$ cat config.mk
export PLATFORM = sky130hd
export DESIGN_NAME = dma_channel_progress
export DESIGN_NICKNAME = d
export VERILOG_FILES = /design/src/rtl/dma_channel_progress.v
export VERILOG_INCLUDE_DIRS = /design/src /design/src/rtl
export SDC_FILE = /design/constraint.sdc
export NUM_CORES = 1
export LEC_CHECK = 0
export BUFFER_PORTS_ARGS = -buffer_cell sky130_fd_sc_hd__buf_2
export CAP_MARGIN = 0
export CORE_ASPECT_RATIO = 0.5
export CORE_UTILIZATION = 30
export DETAILED_ROUTE_END_ITERATION = 16
export PLACE_DENSITY_LB_ADDON = 0.25
export SETUP_SLACK_MARGIN = 0.1
export SLEW_MARGIN = 20
export SYNTH_ARGS = -nofsm -noshare
export SYNTH_HDL_FRONTEND = slang
export SYNTH_SLANG_ARGS = --single-unit
$ cat constraint.sdc
create_clock -name clk -period 3.9 [get_ports clk]
set_input_delay 0.195 -clock clk [delete_from_list [all_inputs] [get_ports clk]]
set_output_delay 0.195 -clock clk [all_outputs]
set_load 0.05 [all_outputs]
$ cat src/rtl/dma_progress_map.vh
// Register offsets, field layouts and reset values for the channel progress block
`ifndef DMA_PROGRESS_MAP_VH
`define DMA_PROGRESS_MAP_VH

// ----------------------------------------
// Register byte offsets
// ----------------------------------------
`define OFS_SOURCE_BYTE_POINTER      6'h00
`define OFS_DESTINATION_BYTE_POINTER 6'h04
`define OFS_CELL_TRANSFER_SIZE       6'h08
`define OFS_CELL_PROGRESS_POINTER    6'h0C
`define OFS_MATCH_PATTERN_BYTE       6'h10
`define OFS_SOURCE_SIZE              6'h14
`define OFS_DESTINATION_SIZE         6'h18
`define OFS_CHANNEL_CONTROL          6'h1C
`define OFS_CHANNEL_STATUS           6'h20

// ----------------------------------------
// Field layouts
// ----------------------------------------
`define POINTER_MSB                  15
`define PATTERN_MSB                  7
`define CTRL_ENABLE_BIT              0
`define CTRL_PATTERN_MODE_BIT        1
`define STAT_CELL_DONE_BIT           0
`define STAT_BLOCK_DONE_BIT          1
`define STAT_PATTERN_HIT_BIT         2
`define STAT_BUSY_BIT                3

// ----------------------------------------
// Reset values
// ----------------------------------------
`define RESET_POINTER                16'h0000
`define RESET_PATTERN                8'h00
`define RESET_CONTROL                2'h0
`define READ_ZERO                    32'h0000_0000

`endif

$ cat src/rtl/dma_channel_progress.v
// Progress pointers, cell size, block sizes and pattern match for one DMA channel
`timescale 1ns/1ps
`include "dma_progress_map.vh"

// Overview of operation
// - A 16-bit read-only source pointer holds the source byte offset now addressed, 0 to 65,535.
// - In pattern-detect mode the source pointer clears to zero when the pattern is detected.
// - The destination pointer sits in bits 15:0, cannot be written by software, and resets to zero.
// - Software sets a 16-bit cell size; a trigger on an idle, enabled channel opens a cell that closes after that many bytes.
// - A 16-bit read-only cell progress pointer counts bytes moved since the open cell began.
// - In pattern-detect mode the cell progress pointer also clears on a pattern match.
// - Bits above 15 of the pointer and size registers ignore writes and read as zero.
// - In pattern mode the transfer ends when the pattern byte is seen; other modes ignore it.
module dma_channel_progress (
	// Clock and reset
	input  wire        clk,
	input  wire        reset,
	// Register port
	input  wire [5:0]  reg_addr,
	input  wire [31:0] reg_wdata,
	input  wire        reg_write,
	input  wire        reg_read,
	output reg  [31:0] reg_rdata,
	// Channel event inputs
	input  wire        cell_trigger,
	input  wire        source_byte_read,
	input  wire        dest_byte_written,
	input  wire [7:0]  moved_byte,
	// Channel status outputs
	output wire        cell_active,
	output reg         cell_done,
	output reg         block_done,
	output reg         pattern_hit
);

	// ----------------------------------------
	// Storage
	// ----------------------------------------
	reg  [15:0] source_pointer_field;
	reg  [15:0] destination_pointer_field;
	reg  [15:0] cell_size_field;
	reg  [15:0] cell_progress_field;
	reg  [7:0]  pattern_byte_field;
	reg  [15:0] source_size_field;
	reg  [15:0] destination_size_field;
	reg  [1:0]  control;
	reg         busy;
	reg         sticky_cell_done;
	reg         sticky_block_done;
	reg         sticky_pattern_hit;

	// ----------------------------------------
	// Decode and next state
	// ----------------------------------------
	wire        channel_enable;
	wire        pattern_mode;
	wire        byte_matches;
	wire        match_now;
	wire        src_step;
	wire        dst_step;
	wire        step;
	wire        cell_open;
	wire        cell_end;
	wire        src_end;
	wire        dst_end;
	wire        write_control;
	wire        write_status;
	wire        clear_cell_done;
	wire        clear_block_done;
	wire        clear_pattern_hit;

	reg  [15:0] next_source_pointer;
	reg  [15:0] next_destination_pointer;
	reg  [15:0] next_cell_progress;
	reg         next_busy;
	reg         next_sticky_cell_done;
	reg         next_sticky_block_done;
	reg         next_sticky_pattern_hit;
	reg  [31:0] next_reg_rdata;
	reg  [31:0] control_word;
	reg  [31:0] status_word;

	assign channel_enable = control[`CTRL_ENABLE_BIT];
	assign pattern_mode   = control[`CTRL_PATTERN_MODE_BIT];
	assign cell_active    = busy;

	// ----------------------------------------
	// Helpers
	// ----------------------------------------
	// Size of zero is treated as the full 65,536 span
	function wrap_hit;
		input [15:0] count;
		input [15:0] limit;
		begin
			wrap_hit = (count == (limit - 16'h0001));
		end
	endfunction

	function [15:0] bump;
		input [15:0] value;
		begin
			bump = value + 16'h0001;
		end
	endfunction

	// Every 16-bit field reads back with its upper half tied low
	function [31:0] widen16;
		input [15:0] field;
		begin
			widen16 = {16'h0000, field};
		end
	endfunction

	// ----------------------------------------
	// Byte movement
	// ----------------------------------------
	// Only bytes moved while a cell is open count toward progress
	assign src_step     = busy & source_byte_read;
	assign dst_step     = busy & dest_byte_written;
	assign step         = dst_step;
	assign byte_matches = (moved_byte == pattern_byte_field);
	assign match_now    = pattern_mode & dst_step & byte_matches;
	// A trigger that arrives while a cell is open is ignored
	assign cell_open    = ~busy & channel_enable & cell_trigger;

	assign cell_end = step & wrap_hit(cell_progress_field, cell_size_field);
	assign src_end  = src_step & wrap_hit(source_pointer_field, source_size_field);
	assign dst_end  = dst_step & wrap_hit(destination_pointer_field, destination_size_field);

	assign write_control = reg_write & (reg_addr == `OFS_CHANNEL_CONTROL);
	assign write_status  = reg_write & (reg_addr == `OFS_CHANNEL_STATUS);

	// ----------------------------------------
	// Pointer next state
	// ----------------------------------------
	// A pattern match and a size wrap both restart at byte zero
	always @* begin
		next_source_pointer      = source_pointer_field;
		next_destination_pointer = destination_pointer_field;
		next_cell_progress       = cell_progress_field;
		next_busy                = busy;
		if (match_now || src_end) begin
			next_source_pointer = `RESET_POINTER;
		end else if (src_step) begin
			next_source_pointer = bump(source_pointer_field);
		end
		if (match_now || dst_end) begin
			next_destination_pointer = `RESET_POINTER;
		end else if (dst_step) begin
			next_destination_pointer = bump(destination_pointer_field);
		end
		if (match_now || cell_end || cell_open) begin
			next_cell_progress = `RESET_POINTER;
		end else if (step) begin
			next_cell_progress = bump(cell_progress_field);
		end
		// Disabling the channel abandons the open cell
		if (!channel_enable || match_now || cell_end) begin
			next_busy = 1'b0;
		end else if (cell_open) begin
			next_busy = 1'b1;
		end
	end

	// ----------------------------------------
	// Pointer registers
	// ----------------------------------------
	always @(posedge clk) begin
		if (reset) begin
			source_pointer_field      <= `RESET_POINTER;
			destination_pointer_field <= `RESET_POINTER;
			cell_progress_field       <= `RESET_POINTER;
			busy                      <= 1'b0;
		end else begin
			source_pointer_field      <= next_source_pointer;
			destination_pointer_field <= next_destination_pointer;
			cell_progress_field       <= next_cell_progress;
			busy                      <= next_busy;
		end
	end

	// ----------------------------------------
	// Event pulses and sticky status
	// ----------------------------------------
	assign clear_cell_done   = write_status & reg_wdata[`STAT_CELL_DONE_BIT];
	assign clear_block_done  = write_status & reg_wdata[`STAT_BLOCK_DONE_BIT];
	assign clear_pattern_hit = write_status & reg_wdata[`STAT_PATTERN_HIT_BIT];

	// Set wins over a same-cycle write-one-to-clear, so no event is lost
	always @* begin
		next_sticky_cell_done   = sticky_cell_done & ~clear_cell_done;
		next_sticky_block_done  = sticky_block_done & ~clear_block_done;
		next_sticky_pattern_hit = sticky_pattern_hit & ~clear_pattern_hit;
		if (cell_end) begin
			next_sticky_cell_done = 1'b1;
		end
		if (src_end || dst_end) begin
			next_sticky_block_done = 1'b1;
		end
		if (match_now) begin
			next_sticky_pattern_hit = 1'b1;
		end
	end

	always @(posedge clk) begin
		if (reset) begin
			cell_done          <= 1'b0;
			block_done         <= 1'b0;
			pattern_hit        <= 1'b0;
			sticky_cell_done   <= 1'b0;
			sticky_block_done  <= 1'b0;
			sticky_pattern_hit <= 1'b0;
		end else begin
			cell_done          <= cell_end;
			block_done         <= src_end | dst_end;
			pattern_hit        <= match_now;
			sticky_cell_done   <= next_sticky_cell_done;
			sticky_block_done  <= next_sticky_block_done;
			sticky_pattern_hit <= next_sticky_pattern_hit;
		end
	end

	// ----------------------------------------
	// Register writes
	// ----------------------------------------
	// Pointer registers have no write path at all
	always @(posedge clk) begin
		if (reset) begin
			cell_size_field        <= `RESET_POINTER;
			pattern_byte_field     <= `RESET_PATTERN;
			source_size_field      <= `RESET_POINTER;
			destination_size_field <= `RESET_POINTER;
			control                <= `RESET_CONTROL;
		end else if (reg_write) begin
			if (reg_addr == `OFS_CELL_TRANSFER_SIZE) begin
				cell_size_field <= reg_wdata[`POINTER_MSB:0];
			end else if (reg_addr == `OFS_MATCH_PATTERN_BYTE) begin
				pattern_byte_field <= reg_wdata[`PATTERN_MSB:0];
			end else if (reg_addr == `OFS_SOURCE_SIZE) begin
				source_size_field <= reg_wdata[`POINTER_MSB:0];
			end else if (reg_addr == `OFS_DESTINATION_SIZE) begin
				destination_size_field <= reg_wdata[`POINTER_MSB:0];
			end else if (write_control) begin
				control <= reg_wdata[1:0];
			end
		end
	end

	// ----------------------------------------
	// Control and status words
	// ----------------------------------------
	// Unused bits of both words read as zero
	always @* begin
		control_word                         = `READ_ZERO;
		control_word[`CTRL_ENABLE_BIT]       = channel_enable;
		control_word[`CTRL_PATTERN_MODE_BIT] = pattern_mode;
	end

	always @* begin
		status_word                        = `READ_ZERO;
		status_word[`STAT_CELL_DONE_BIT]   = sticky_cell_done;
		status_word[`STAT_BLOCK_DONE_BIT]  = sticky_block_done;
		status_word[`STAT_PATTERN_HIT_BIT] = sticky_pattern_hit;
		status_word[`STAT_BUSY_BIT]        = busy;
	end

	// ----------------------------------------
	// Register reads
	// ----------------------------------------
	// Read data stands for one cycle only, zero otherwise
	always @* begin
		next_reg_rdata = `READ_ZERO;
		if (reg_read) begin
			if (reg_addr == `OFS_SOURCE_BYTE_POINTER) begin
				next_reg_rdata = widen16(source_pointer_field);
			end else if (reg_addr == `OFS_DESTINATION_BYTE_POINTER) begin
				next_reg_rdata = widen16(destination_pointer_field);
			end else if (reg_addr == `OFS_CELL_TRANSFER_SIZE) begin
				next_reg_rdata = widen16(cell_size_field);
			end else if (reg_addr == `OFS_CELL_PROGRESS_POINTER) begin
				next_reg_rdata = widen16(cell_progress_field);
			end else if (reg_addr == `OFS_MATCH_PATTERN_BYTE) begin
				next_reg_rdata = {24'h000000, pattern_byte_field};
			end else if (reg_addr == `OFS_SOURCE_SIZE) begin
				next_reg_rdata = widen16(source_size_field);
			end else if (reg_addr == `OFS_DESTINATION_SIZE) begin
				next_reg_rdata = widen16(destination_size_field);
			end else if (reg_addr == `OFS_CHANNEL_CONTROL) begin
				next_reg_rdata = control_word;
			end else if (reg_addr == `OFS_CHANNEL_STATUS) begin
				next_reg_rdata = status_word;
			end
		end
	end

	always @(posedge clk) begin
		if (reset) begin
			reg_rdata <= `READ_ZERO;
		end else begin
			reg_rdata <= next_reg_rdata;
		end
	end

endmodule // dma_channel_progress

## After elaboration in Yosys (flattened, before gate mapping)

Cells that the tools add are included.

- Add/subtract/negate cells: 6
- Equality and inequality tests: 12
- Multiplexer cells: 12
- Bitwise logic cells: 27
- Reductions and logical operators: 20

Operators by type and width:

| cell | number |
|---|---|
| $mux W16 | 7 |
| $add A16 B1 Y16 const B | 3 |
| $eq A16 B16 Y1 | 3 |
| $sub A16 B1 Y16 const B | 3 |
| $eq A6 B5 Y1 const B | 4 |
| $and A1 B1 Y1 | 17 |
| $eq A6 B4 Y1 const B | 2 |
| $reduce_or A10 Y1 | 1 |
| $reduce_or A2 Y1 | 5 |
| $not A1 Y1 | 9 |
| $eq A8 B8 Y1 | 1 |
| $mux W4 | 2 |
| $logic_or A1 B1 Y1 | 7 |
| $eq A6 B3 Y1 const B | 1 |
| $eq A6 B6 Y1 const B | 1 |
| $logic_not A6 Y1 | 1 |
| $reduce_and A6 Y1 | 1 |
| $reduce_and A5 Y1 | 1 |
| $reduce_and A4 Y1 | 1 |
| $mux W1 | 3 |
| $reduce_and A3 Y1 | 1 |
| $reduce_and A2 Y1 | 1 |
| $logic_not A1 Y1 | 1 |
| $or A1 B1 Y1 | 1 |

- Register bits: 145
- Input bits: 53
- Output and inout port bits: 36
- Word-level logic and storage cells: 94

## Depth between registers and ports, before layout

- Word-level depth: 10
- Depth in mapped cells: 12
- Mapped depth without buffers: 9

## Worst setup path after synthesis

OpenSTA, ideal clock, no wires.

- Path kind: reg-to-reg
- Start: register source_size_field[0]
- End: register source_pointer_field[0]
- Library setup time: 115 ps
- Data arrival time: 2,627 ps
- Required time: 3,785 ps
- Slack: 1,159 ps
- Cell stages (with the launch flop): 12
- Path buffers: 2
- Period minus slack after synthesis: 2,741 ps
- Path through: dfxtp_1 > clkbuf_1 > inv_1 > ha_1 > or4b_4 > or4_1 > mux2i_1 > mux2i_1 > a21oi_1 > o21ai_2 > buf_6 > nor2_1

- Longest elaborated chain between the ends: 5

Ends and longest elaborated chain:

| element | RTL line | text |
|---|---|---|
| start: declaration | dma_channel_progress.v:44 | `reg [15:0] source_size_field;` |
| start signal: assignment | dma_channel_progress.v:231 | `` source_size_field <= `RESET_POINTER; `` |
| start signal: assignment | dma_channel_progress.v:240 | `` source_size_field <= reg_wdata[`POINTER_MSB:0]; `` |
| $sub A16 B1 Y16 | dma_channel_progress.v:95 | `wrap_hit = (count == (limit - 16'h0001));` |
| $eq A16 B16 Y1 | dma_channel_progress.v:95 |  |
| $and A1 B1 Y1 | dma_channel_progress.v:127 | `assign src_end = src_step & wrap_hit(source_pointer_field, source_size_field);` |
| $logic_or A1 B1 Y1 | dma_channel_progress.v:142 | `if (match_now \|\| src_end) begin` |
| $reduce_or A2 Y1 (no line) | - |  |
| end signal: assignment | dma_channel_progress.v:170 | `` source_pointer_field <= `RESET_POINTER; `` |
| end signal: assignment | dma_channel_progress.v:175 | `source_pointer_field <= next_source_pointer;` |
| end: declaration | dma_channel_progress.v:39 | `reg [15:0] source_pointer_field;` |

No other way between the ends.
A chain may end at the register's enable or synchronous reset.

## Final worst setup path

- Start: register source_size_field[0]
- End: register source_pointer_field[2]

The elaborated chain is that of the path after synthesis.

==> flow_metrics.tcl <==
set metrics [dict create \
    run_status "complete, no violations" \
    maximum_number_of_pins_on_one_net_before_global_route_repair 44 \
    antenna-diode-count 0 \
    power_density_mw_per_mm2 367.2 \
    clock_tree.htree_level_count 4 \
    clockBufferDepth 2 \
    yosys_register_bits 129 \
    syn2layout_area_growth_pct 13.46 \
    post-route-cell-area_mm2 0.008449 \
    synth-edff-count 0 \
    finish.net_count 1024 \
    core_area_mm2 0.02417 \
    post_cts_buffers 0 \
    worst_slack_ns 0.7199 \
    multi_input_comb_area_mm2 0.004483 \
    end_kind "flop" \
    detailedRoute.firstIterationViolations 451 \
    maxCapViolations 0 \
    globalplace.congestion 0.9118 \
    detail_route.drc_violations 0 \
    worst_slew_margin_rel 0.3398 \
    vias_per_cell 5.158 \
    first_global_vias 6138 \
    period_needed_ns 3.180 \
    met1_length_um 11340 \
    critPathLaunchType "flop" \
    yosysTopAreaCell "sky130_fd_sc_hd__dfxtp_1" \
    chipHeight_um 113.4 \
    grt_pass1_wl_um 36020 \
    detailedRoute.firstPassIterationCount 7 \
    layout-drive-gt1-share 0.1135 \
    grt_antenna_before_repair 0 \
    synth_cells 953 \
    cts_buffer_count 17 \
    drt.antenna.violating_nets 0 \
    floorplan.die_area_mm2 0.02550 \
    die_width_um 224.8 \
    critical_path_required_ns 4.18 \
    placedInstanceArea_mm2 0.007861 \
    post_cts_hold_buffer_count 0 \
    tns_ns 0 \
    clk_latency_ns 0.42 \
    grt_setup_unrepaired "false" \
    worst_slew_pin_slew_ns 0.9867 \
    hold_violations 0 \
    design.portCount 89 \
    dr_wl_met2_um 9698 \
    initial_core_util 0.3081 \
    route.top_layer_used "met4" \
    max_freq_mhz 314.5 \
    clk_pin_slew_worst_paths_ns 0.06 \
    dp.final_hpwl_um 17710 \
    top_cells_by_area_in_the_synthesized_netlist "sky130_fd_sc_hd__dfxtp_1 (35%), sky130_fd_sc_hd__nand2_1 (8.1%), sky130_fd_sc_hd__xnor2_1 (7.3%)" \
    clock_tree.root_cell "sky130_fd_sc_hd__clkbuf_16" \
    timing.final.crit_share 0.8154 \
    final-max-slew-violation-count 0 \
    postSynth.topFlopCell "sky130_fd_sc_hd__dfxtp_1" \
    synth-async-reset-ratio 0 \
    yosys_warnings 0 \
    post_drt_wl_per_cell_um 17.81 \
    placement_row_count 40 \
    yosys.cell_types.count 69 \
    worst-path-max-fanout 16 \
    fill_cells 2497 \
    seqCellArea_mm2 0.002582 \
    static-leakage-power_nw 3.060 \
    placement.io_buffers 56 \
    grt-ovfl-total 0 \
    cts_repair_resize_count 0 \
    cts_tree "built" \
    setup_viol 0 \
    criticalPathCategory "flop to flop" \
    worstHoldPathType "primary input to flop" \
    met3_wirelength_from_detailed_routing_um 2066 \
    synth_seq_area_share 0.3468 \
    p_total_mw 3.102 \
    synth_area_mm2 0.007447 \
    worst-endpoint-arrival_ns 3.46 \
    pre_cts_slack_ns 0.7014 \
    vias 6778 \
    worst_ir_drop_vdd_mv 0.2286 \
    globalRouteTotalUtil 0.1858 \
    synth.avg_cell_area_um2 7.814 \
    cts_num_sinks 129 \
    netlist.area_leader.share 0.3468 \
    worst_clock_skew_ns 0.008400 \
    final_wirelength_um 23410 \
]
## cells in the mapped netlist (4+ instances only)
| cell type | n |
|---|---|
| sky130_fd_sc_hd__o21ai_0 | 16 |
| sky130_fd_sc_hd__ha_1 | 6 |
| sky130_fd_sc_hd__nor4b_1 | 4 |
| sky130_fd_sc_hd__o22ai_1 | 4 |
| sky130_fd_sc_hd__a211oi_1 | 5 |
| sky130_fd_sc_hd__clkbuf_1 | 57 |
| sky130_fd_sc_hd__xnor2_1 | 62 |
| sky130_fd_sc_hd__or2_2 | 4 |
| sky130_fd_sc_hd__nand2_1 | 160 |
| sky130_fd_sc_hd__nor4_1 | 11 |
| sky130_fd_sc_hd__nand3_1 | 25 |
| sky130_fd_sc_hd__nor2_1 | 83 |
| sky130_fd_sc_hd__a41oi_1 | 4 |
| sky130_fd_sc_hd__and4_1 | 4 |
| sky130_fd_sc_hd__or4_1 | 6 |
| sky130_fd_sc_hd__or3_1 | 6 |
| sky130_fd_sc_hd__o21a_1 | 4 |
| sky130_fd_sc_hd__nand4_1 | 17 |
| sky130_fd_sc_hd__a21oi_1 | 63 |
| sky130_fd_sc_hd__nand2b_1 | 7 |
| sky130_fd_sc_hd__nor2b_1 | 6 |
| sky130_fd_sc_hd__xor2_1 | 50 |
| sky130_fd_sc_hd__dfxtp_1 | 129 |
| sky130_fd_sc_hd__mux2i_1 | 22 |
| sky130_fd_sc_hd__inv_1 | 14 |
| sky130_fd_sc_hd__a222oi_1 | 8 |
| sky130_fd_sc_hd__buf_4 | 16 |
| sky130_fd_sc_hd__nor3_1 | 38 |
| sky130_fd_sc_hd__buf_2 | 4 |
| sky130_fd_sc_hd__and3_1 | 12 |
| sky130_fd_sc_hd__a31oi_1 | 14 |
| sky130_fd_sc_hd__buf_1 | 4 |
| sky130_fd_sc_hd__and2_1 | 8 |
| sky130_fd_sc_hd__a22oi_1 | 20 |
## kinds of logic after synthesis
family / count (synthesis) / share of synthesized area
AO/OA/AOI/OAI: 170 / 0.1514
XOR/XNOR: 112 / 0.1317
adder cells (fa/ha/maj): 6 / 0.01008
buffers and inverters: 98 / 0.06032
flip-flops: 129 / 0.3468
multiplexers: 24 / 0.03259
other: 1 / 0.0005035
AND/OR/NAND/NOR: 413 / 0.2666
## worst paths after layout
path / startpoint / end / slack, ns / depth (start not counted)
worst max-delay path: source_size_field[0]$_SDFFE_PP0P_ / source_pointer_field[2]$_SDFFE_PP0P_ / 0.72 / 9
worst min-delay path: cell_trigger / cell_active$_SDFFE_PP0P_ / 0.03 / 3
worst max register to register: source_size_field[0]$_SDFFE_PP0P_ / source_pointer_field[2]$_SDFFE_PP0P_ / 0.72 / 9
worst min register to register: sticky_pattern_hit$_SDFF_PP0_ / sticky_pattern_hit$_SDFF_PP0_ / 0.46 / 2
## power by group
part | switching [mW] | internal [mW] | leakage [nW]
registers | 0.00490 | 1.32 | 1.04
logic | 0.126 | 0.0451 | 1.74
clock network | 0.612 | 0.993 | 0.284
## cells in the final DEF, fill, tap and decap left out, types with 4 or more instances in the layout
master,n
sky130_fd_sc_hd__nand2_1,160
sky130_fd_sc_hd__dfxtp_1,129
sky130_fd_sc_hd__nor2_1,81
sky130_fd_sc_hd__a21oi_1,63
sky130_fd_sc_hd__xnor2_1,62
sky130_fd_sc_hd__buf_2,56
sky130_fd_sc_hd__xor2_1,50
sky130_fd_sc_hd__nor3_1,38
sky130_fd_sc_hd__nand3_1,25
sky130_fd_sc_hd__mux2i_1,22
sky130_fd_sc_hd__a22oi_1,20
sky130_fd_sc_hd__nand4_1,17
sky130_fd_sc_hd__clkbuf_16,17
sky130_fd_sc_hd__o21ai_0,16
sky130_fd_sc_hd__conb_1,16
sky130_fd_sc_hd__inv_1,14
sky130_fd_sc_hd__a31oi_1,14
sky130_fd_sc_hd__and3_1,12
sky130_fd_sc_hd__nor4_1,11
sky130_fd_sc_hd__and2_1,8
sky130_fd_sc_hd__a222oi_1,8
sky130_fd_sc_hd__nand2b_1,7
sky130_fd_sc_hd__nor2b_1,6
sky130_fd_sc_hd__or4_1,6
sky130_fd_sc_hd__or3_1,6
sky130_fd_sc_hd__ha_1,6
sky130_fd_sc_hd__buf_4,6
sky130_fd_sc_hd__a211oi_1,5
sky130_fd_sc_hd__a41oi_1,4
sky130_fd_sc_hd__or2_2,4
sky130_fd_sc_hd__o21a_1,4
sky130_fd_sc_hd__and4_1,4
sky130_fd_sc_hd__o22ai_1,4
sky130_fd_sc_hd__clkbuf_1,4
## final cells by class
class	count	share of cell area
Tap cell	336	0.04976
Clock inverter	8	0.01229
Multi-Input combinational cell	741	0.5306
Sequential cell	129	0.3056
Timing Repair Buffer	62	0.03850
Inverter	14	0.006219
Clock buffer	24	0.05701
## critical path, cell delays in order (launching register included)
cell and delay, ns:
sky130_fd_sc_hd__dfxtp_1 0.41, sky130_fd_sc_hd__inv_1 0.11, sky130_fd_sc_hd__ha_1 0.26, sky130_fd_sc_hd__or4b_4 0.53, sky130_fd_sc_hd__or4_1 0.62, sky130_fd_sc_hd__mux2i_1 0.15, sky130_fd_sc_hd__mux2i_1 0.15, sky130_fd_sc_hd__a21oi_1 0.12
sky130_fd_sc_hd__o21ai_2 0.58, sky130_fd_sc_hd__nor2_1 0.11
## metrics by stage
| step | utilization | hold WS [ns] | instances |
|---|---|---|---|
| floorplan | - | 0.3310 | 968 |
| global placement | 0.3251 | 0.4454 | 1282 |
| detailed placement | 0.3252 | 0.4544 | 1282 |
| CTS | 0.3494 | 0.02303 | 1314 |
| global route | 0.3495 | 0.03247 | 1314 |
| finish | 0.3495 | 0.02810 | 1314 |
## metal layers
layer,vias to the layer above,GRT usage
li1,3323,-
met1,3230,0.2635
met2,213,0.2687
met3,12,0.05951
met4,0,0.04807
met5,-,0
## flip-flops by register name (all words and copies together) (netlist names), 2 cells and up
name / count
destination_size_field: 16
destination_pointer_field: 16
cell_progress_field: 16
source_size_field: 16
cell_size_field: 16
control: 2
pattern_byte_field: 8
reg_rdata: 16
source_pointer_field: 16
Note: power is estimated with default switching activity, not from simulation.
